### src/hdl/pmt8_consts.vh
`ifndef PMT8_CONSTS_VH
`define PMT8_CONSTS_VH
`define PMT8_ADDR_W        4
`define PMT8_OFS_COUNT     4'h0
`define PMT8_OFS_PERIOD    4'h4
`define PMT8_OFS_CONTROL   4'h8
`define PMT8_OFS_STATUS    4'hC
`define PMT8_CTL_PRE_LSB   0
`define PMT8_CTL_RUN_BIT   2
`define PMT8_CTL_POST_LSB  3
`define PMT8_CTL_MASK      8'h7F
`define PMT8_COUNT_RST     8'h00
`define PMT8_PERIOD_RST    8'hFF
`define PMT8_CTL_RST       8'h00
`define PMT8_INSTR_DIV     2'h3
`define PMT8_STAT_MATCH    0
`define PMT8_STAT_ENABLE   8
`define PMT8_RESP_OKAY     2'h0
`define PMT8_RESP_SLVERR   2'h2
`endif

### src/hdl/pmt8_timer.v
`timescale 1ns/1ns
`include "pmt8_consts.vh"
module pmt8_timer (
  input  wire        aclk,
  input  wire        aresetn,
  input  wire [3:0]  s_axi_awaddr,
  input  wire        s_axi_awvalid,
  output wire        s_axi_awready,
  input  wire [31:0] s_axi_wdata,
  input  wire [3:0]  s_axi_wstrb,
  input  wire        s_axi_wvalid,
  output wire        s_axi_wready,
  output reg  [1:0]  s_axi_bresp,
  output reg         s_axi_bvalid,
  input  wire        s_axi_bready,
  input  wire [3:0]  s_axi_araddr,
  input  wire        s_axi_arvalid,
  output wire        s_axi_arready,
  output reg  [31:0] s_axi_rdata,
  output reg  [1:0]  s_axi_rresp,
  output reg         s_axi_rvalid,
  input  wire        s_axi_rready,
  input  wire        sleep,
  output reg         match_pulse,
  output reg         ccp_time_base,
  output reg         spi_shift_clk,
  output wire        irq
);
  reg  [1:0] instr_div_r;
  reg  [5:0] pre_cnt_r;
  reg  [3:0] post_cnt_r;
  reg  [7:0] tick_count_r;
  reg  [7:0] period_limit_r;
  reg  [7:0] timer_control_r;
  reg        match_irq_flag_r;
  reg        match_irq_enable_r;
  reg        aw_hold_r;
  reg        w_hold_r;
  reg  [3:0] aw_addr_r;
  reg  [31:0] w_data_r;
  reg        w_lane0_r;
  reg        w_lane1_r;
  wire       aw_take = s_axi_awvalid & s_axi_awready;
  wire       w_take  = s_axi_wvalid & s_axi_wready;
  wire       aw_have = aw_hold_r | aw_take;
  wire       w_have  = w_hold_r | w_take;
  wire       do_wr   = aw_have & w_have & ~s_axi_bvalid;
  wire [3:0] wa      = aw_hold_r ? aw_addr_r : s_axi_awaddr;
  wire [31:0] wd     = w_hold_r ? w_data_r : s_axi_wdata;
  wire       wl0     = w_hold_r ? w_lane0_r : s_axi_wstrb[0];
  wire       wl1     = w_hold_r ? w_lane1_r : s_axi_wstrb[1];
  wire       wr_cnt  = do_wr & (wa == `PMT8_OFS_COUNT) & wl0;
  wire       wr_per  = do_wr & (wa == `PMT8_OFS_PERIOD) & wl0;
  wire       wr_ctl  = do_wr & (wa == `PMT8_OFS_CONTROL) & wl0;
  wire       wr_st   = do_wr & (wa == `PMT8_OFS_STATUS);
  wire       run     = timer_control_r[`PMT8_CTL_RUN_BIT];
  wire [1:0] pre_sel = timer_control_r[`PMT8_CTL_PRE_LSB +: 2];
  wire [3:0] post_sel = timer_control_r[`PMT8_CTL_POST_LSB +: 4];
  // instruction clock enable: one aclk cycle in four
  wire       instr_tick = (instr_div_r == `PMT8_INSTR_DIV);
  reg  [5:0] pre_top;
  wire       active  = run & ~sleep;
  wire       cnt_tick = active & instr_tick & (pre_cnt_r == pre_top);
  wire       is_match = cnt_tick & (tick_count_r == period_limit_r);
  wire       post_done = is_match & (post_cnt_r == post_sel);

  always @* begin
    case (pre_sel)
      2'h0:    pre_top = 6'h00;
      2'h1:    pre_top = 6'h03;
      2'h2:    pre_top = 6'h0F;
      default: pre_top = 6'h3F;
    endcase
  end

  assign s_axi_awready = ~aw_hold_r & ~s_axi_bvalid;
  assign s_axi_wready  = ~w_hold_r & ~s_axi_bvalid;
  assign s_axi_arready = ~s_axi_rvalid;
  assign irq = match_irq_flag_r & match_irq_enable_r;

  always @(posedge aclk) begin
    if (!aresetn) begin
      instr_div_r <= 2'h0;
    end else if (!sleep) begin
      instr_div_r <= instr_div_r + 2'h1;
    end
  end

  // prescaler and postscaler
  always @(posedge aclk) begin
    if (!aresetn || wr_cnt || wr_ctl) begin
      pre_cnt_r  <= 6'h00;
      post_cnt_r <= 4'h0;
    end else begin
      if (active && instr_tick) begin
        pre_cnt_r <= (pre_cnt_r == pre_top) ? 6'h00 : pre_cnt_r + 6'h01;
      end
      if (is_match) begin
        post_cnt_r <= post_done ? 4'h0 : post_cnt_r + 4'h1;
      end
    end
  end

  // count register; a software write wins over a same-cycle count step
  always @(posedge aclk) begin
    if (!aresetn) begin
      tick_count_r <= `PMT8_COUNT_RST;
    end else if (wr_cnt) begin
      tick_count_r <= wd[7:0];
    end else if (is_match) begin
      tick_count_r <= 8'h00;
    end else if (cnt_tick) begin
      tick_count_r <= tick_count_r + 8'h01;
    end
  end

  always @(posedge aclk) begin
    if (!aresetn) begin
      period_limit_r     <= `PMT8_PERIOD_RST;
      timer_control_r    <= `PMT8_CTL_RST;
      match_irq_flag_r   <= 1'b0;
      match_irq_enable_r <= 1'b0;
    end else begin
      if (wr_per) begin
        period_limit_r <= wd[7:0];
      end
      if (wr_ctl) begin
        timer_control_r <= wd[7:0] & `PMT8_CTL_MASK;
      end
      // set wins over a clear in the same cycle
      if (post_done) begin
        match_irq_flag_r <= 1'b1;
      end else if (wr_st && wl0 && wd[`PMT8_STAT_MATCH]) begin
        match_irq_flag_r <= 1'b0;
      end
      if (wr_st && wl1) begin
        match_irq_enable_r <= wd[`PMT8_STAT_ENABLE];
      end
    end
  end

  always @(posedge aclk) begin
    if (!aresetn) begin
      match_pulse   <= 1'b0;
      ccp_time_base <= 1'b0;
      spi_shift_clk <= 1'b0;
    end else begin
      match_pulse   <= is_match;
      ccp_time_base <= is_match;
      spi_shift_clk <= is_match;
    end
  end

  // write channel: address and data taken in either order, held until both seen
  always @(posedge aclk) begin
    if (!aresetn) begin
      aw_hold_r    <= 1'b0;
      w_hold_r     <= 1'b0;
      aw_addr_r    <= 4'h0;
      w_data_r     <= 32'h00000000;
      w_lane0_r    <= 1'b0;
      w_lane1_r    <= 1'b0;
      s_axi_bvalid <= 1'b0;
      s_axi_bresp  <= `PMT8_RESP_OKAY;
    end else begin
      if (do_wr) begin
        aw_hold_r    <= 1'b0;
        w_hold_r     <= 1'b0;
        s_axi_bvalid <= 1'b1;
        s_axi_bresp  <= (wa[1:0] != 2'h0) ? `PMT8_RESP_SLVERR : `PMT8_RESP_OKAY;
      end else begin
        if (aw_take) begin
          aw_hold_r <= 1'b1;
          aw_addr_r <= s_axi_awaddr;
        end
        if (w_take) begin
          w_hold_r  <= 1'b1;
          w_data_r  <= s_axi_wdata;
          w_lane0_r <= s_axi_wstrb[0];
          w_lane1_r <= s_axi_wstrb[1];
        end
        if (s_axi_bvalid && s_axi_bready) begin
          s_axi_bvalid <= 1'b0;
        end
      end
    end
  end

  // read channel: one cycle to answer
  always @(posedge aclk) begin
    if (!aresetn) begin
      s_axi_rvalid <= 1'b0;
      s_axi_rdata  <= 32'h00000000;
      s_axi_rresp  <= `PMT8_RESP_OKAY;
    end else if (s_axi_arvalid && s_axi_arready) begin
      s_axi_rvalid <= 1'b1;
      s_axi_rresp  <= `PMT8_RESP_OKAY;
      case (s_axi_araddr)
        `PMT8_OFS_COUNT:   s_axi_rdata <= {24'h000000, tick_count_r};
        `PMT8_OFS_PERIOD:  s_axi_rdata <= {24'h000000, period_limit_r};
        `PMT8_OFS_CONTROL: s_axi_rdata <= {24'h000000, timer_control_r};
        `PMT8_OFS_STATUS:  s_axi_rdata <= {23'h000000, match_irq_enable_r,
                                           7'h00, match_irq_flag_r};
        default: begin
          s_axi_rdata <= 32'h00000000;
          s_axi_rresp <= `PMT8_RESP_SLVERR;
        end
      endcase
    end else if (s_axi_rready) begin
      s_axi_rvalid <= 1'b0;
    end
  end
endmodule // pmt8_timer

### config.mk
export PLATFORM = sky130hd
export DESIGN_NAME = pmt8_timer
export DESIGN_NICKNAME = d
export VERILOG_FILES = /design/src/hdl/pmt8_timer.v
export VERILOG_INCLUDE_DIRS = /design/src /design/src/hdl
export SDC_FILE = /design/constraint.sdc
export NUM_CORES = 1
export LEC_CHECK = 0
export BUFFER_PORTS_ARGS = -buffer_cell sky130_fd_sc_hd__buf_2
export CAP_MARGIN = 25
export CORE_AREA = 2 2 76 92
export CTS_CLUSTER_DIAMETER = 120
export DETAILED_ROUTE_END_ITERATION = 8
export DIE_AREA = 0 0 78 94
export GPL_TIMING_DRIVEN = 0
export PLACE_DENSITY = 0.84
export SLEW_MARGIN = 10
export SYNTH_ARGS = -nofsm -noshare
export SYNTH_HDL_FRONTEND = slang
export SYNTH_SLANG_ARGS = --single-unit
### constraint.sdc
create_clock -name aclk -period 5.9 [get_ports aclk]
set_clock_uncertainty 0.05 [all_clocks]
set_input_delay 1.77 -clock aclk [delete_from_list [all_inputs] [get_ports aclk]]
set_output_delay 1.77 -clock aclk [all_outputs]
set_load 0.02 [all_outputs]
==> run metrics <==
status=finished, final reports clean; Die H=94 µm; postcts setup bufs=0; Final Max Tran Viols=0; xor/xnor share of the synthesized area=0.0417; first-pass GRT wire length=13.7 mm; Initial Util=0.558; I/O pin count=97; total wire length=8.35 mm; Port-buffer cells=43; Synth Area in Compound Gates=0.138; fin crit period=3.59 ns; layout cell share with drive strength beyond 1=0.232; mux cell area share after synthesis=0.149; Setup TNS=0 ns; Int Power=740 µW; Mean Syn Cell Area=9.02 µm²; Peak VDD IR=0.000137 V; GRT Total Usage=0.242; Rows=32; Post-DP HPWL=6.32 mm; initial antenna violation count=0; vias in the first global route=2944; Hold WC Path Type=reg -> reg; WL per Instance=14.8 µm; DRT Pass-1 Iters=5; drt initial violations=202; Primary FF master, synth=dfxtp_1; CP max stage cell=buf_1; Synth Area in Adders=0.0140; Netlist cell types=54; CP max stage delay=0.51 ns; Leak Pwr=1.89 nW; Worst EP arrival=1.77 ns; Layout Area Growth over Synthesis=17.2%; async set-reset flop share out of synthesis=0; die width=78 µm; worst slew pin tran=1.00 ns; kind of critical path=reg -> out; Crit path required time=4.08 ns; Critical Path Fanout Max=10; worst-skew pair later-pin latency=0.35 ns; vias post-DR=3080; largest net degree at the start of global routing=13; flops & latches, synth=68; clk sink count=68; Pwr per Cell Area=244 nW/µm²; Sequential Power Share=0.471; post-DR vias/cell=5.46; period utilization=0.608; Ys Warns=0; Hold Vio Cnt, Final=0; clk slew on worst S/H paths=0.08 ns; sw frac=0.275; CP Buf/Inv Count=3; MaxCap Viol Count=0; Nets=530; total die area=7330 µm²; startpoint types=register; clk root buf=clkbuf_8; Mapped Area=3570 µm²; fin cells=564; post-cts hold buffer count=0; P_sw=280 µW; combinational family with the most area after synthesis=simple AND/OR/NAND/NOR gates; Synth Instances=396; Num CTS Buffers=9; Final setup viols=0; dpl cells=548; CTS resizes=0; FMAX=0.279 GHz; Crit path max-delay family=buffers and inverters; Ant. Diodes=0; number of synthesized flops with an enable pin=0; TritonCTS clock tree=done; Gate power share=0.145; RePlAce Congestion=0.925; H-tree Lvls=3; clock tree buffer depth=2; sequential element share of the synthesized area=0.381; # DRC=0; RSZ-0062 raised after global routing=no; Post-Synth Simple-Gate Area=0.187; grt ovf=0; part of the power in the clock network=0.384; placeable core region=6410 µm²; Routed Antenna Nets=0; crit end category=output port; Slew HR=0.326; worst-path cell chain=clkbuf_1 > buf_1 > nor2_1 > buf_2
routing by layer:
metal | share of wire | wire [µm] | track usage
met1 | 0.39 | 3230 | 0.264
met2 | 0.52 | 4340 | 0.420
met3 | 0.042 | 353 | 0.0462
met4 | 0.050 | 421 | 0.173
met5 | 0 | 0 | 0
state kept, by name (all words and copies together), names as in the netlist, 4 cells and up:
name	cells
period_limit_r	8
tick_count_r	8
timer_control_r	7
s_axi_rdata	9
aw_addr_r	4
w_data_r	9
pre_cnt_r	6
post_cnt_r	4
final timing paths:
kind,start,to,slack [ns],depth (start not counted)
worst max register to register,tick_count_r[2]$_SDFFE_PN0P_,post_cnt_r[2]$_SDFFE_PP0N_,3.63,6
worst min register to register,s_axi_rdata[8]$_SDFFE_PN0P_,s_axi_rdata[8]$_SDFFE_PN0P_,0.41,2
worst min-delay path,s_axi_rdata[8]$_SDFFE_PN0P_,s_axi_rdata[8]$_SDFFE_PN0P_,0.41,2
worst max-delay path,w_hold_r$_SDFFE_PP0P_,s_axi_wready,2.31,4
cell usage in the layout, fill, tap and decap left out, types with 11 or more instances in the layout:
cell type / instances
a21oi_1: 16
conb_1: 25
clkbuf_1: 12
dfxtp_1: 68
nand2_1: 31
nor2_1: 45
mux2i_1: 43
buf_2: 46
o21ai_0: 21
xor2_1: 11
buf_4: 27
per-stage QoR:
step                hold slack [ns]  power [mW]  area [µm²]  utilization  setup WS, ns
floorplan                     0.392       0.600        3660            -          2.56
global placement              0.398       0.633        3980        0.622          2.27
detailed placement            0.398       0.638        3980        0.622          2.24
CTS                           0.416        1.02        4190        0.653          2.29
global route                  0.446        1.06        4190        0.653          2.18
finish                        0.408        1.02        4190        0.653          2.31
power groups by stage:
stage	sequential, mW	clock, mW	combinational (mW)
after floorplan	0.493	0	0.106
after global placement	0.490	0	0.143
after detailed placement	0.491	0	0.147
after CTS	0.481	0.397	0.147
after global routing	0.482	0.419	0.161
final	0.481	0.391	0.148
tightest hold or removal path, cell delays in order (launching register included):
cell     delay, ns
dfxtp_1       0.31
nand2_1       0.05
a21oi_1       0.05
kinds of logic (layout without fill, tap and decap cells):
logic type                 after synthesis  after routing
AOI/OAI and AO/OA                       74             74
xor gates and xnor gates                17             17
adders and majority gates                4              4
buffers and inverters                   50            109
DFF                                     68             68
muxes                                   51             51
other                                    1             25
and+or+nand+nor                        131            131
cell type report:
| cell class | instances | area [µm²] |
|---|---|---|
| buffer | 46 | 300 |
| clock buffer | 11 | 141 |
| clock inverter | 5 | 60.1 |
| fill | 540 | 2220 |
| inverter | 4 | 15.0 |
| multi-input combinational | 302 | 1990 |
| sequential | 68 | 1360 |
| tap | 85 | 106 |
| timing repair buffer | 43 | 215 |
cells in the mapped netlist (2+ instances only):
cell | instances | area [µm²]
xnor2_1 | 6 | 52.6
o311ai_0 | 2 | 17.5
buf_2 | 3 | 15.0
o211ai_1 | 3 | 22.5
and3_1 | 3 | 18.8
nand4_1 | 5 | 31.3
a22oi_1 | 7 | 52.6
nand4b_1 | 3 | 26.3
buf_6 | 3 | 33.8
inv_1 | 4 | 15.0
o21ai_2 | 2 | 17.5
nand3b_1 | 5 | 37.5
mux2i_1 | 43 | 430
or3_1 | 3 | 18.8
dfxtp_1 | 68 | 1360
a21oi_1 | 16 | 80.1
nor4_2 | 3 | 37.5
and2_1 | 5 | 31.3
nand2b_1 | 2 | 12.5
nor3_1 | 6 | 30.0
ha_1 | 4 | 50.1
buf_4 | 27 | 203
a21boi_0 | 2 | 15.0
nand3_1 | 10 | 50.1
mux2_2 | 7 | 78.8
buf_1 | 2 | 7.51
xor2_1 | 11 | 96.3
nor2_1 | 45 | 169
or4_1 | 2 | 15.0
clkbuf_1 | 11 | 41.3
o41ai_1 | 2 | 17.5
a31oi_1 | 7 | 43.8
nand2_1 | 31 | 116
or3_4 | 2 | 22.5
o21ai_0 | 21 | 105
o21a_1 | 2 | 15.0
No activity file was read; power rests on OpenSTA's default activity.
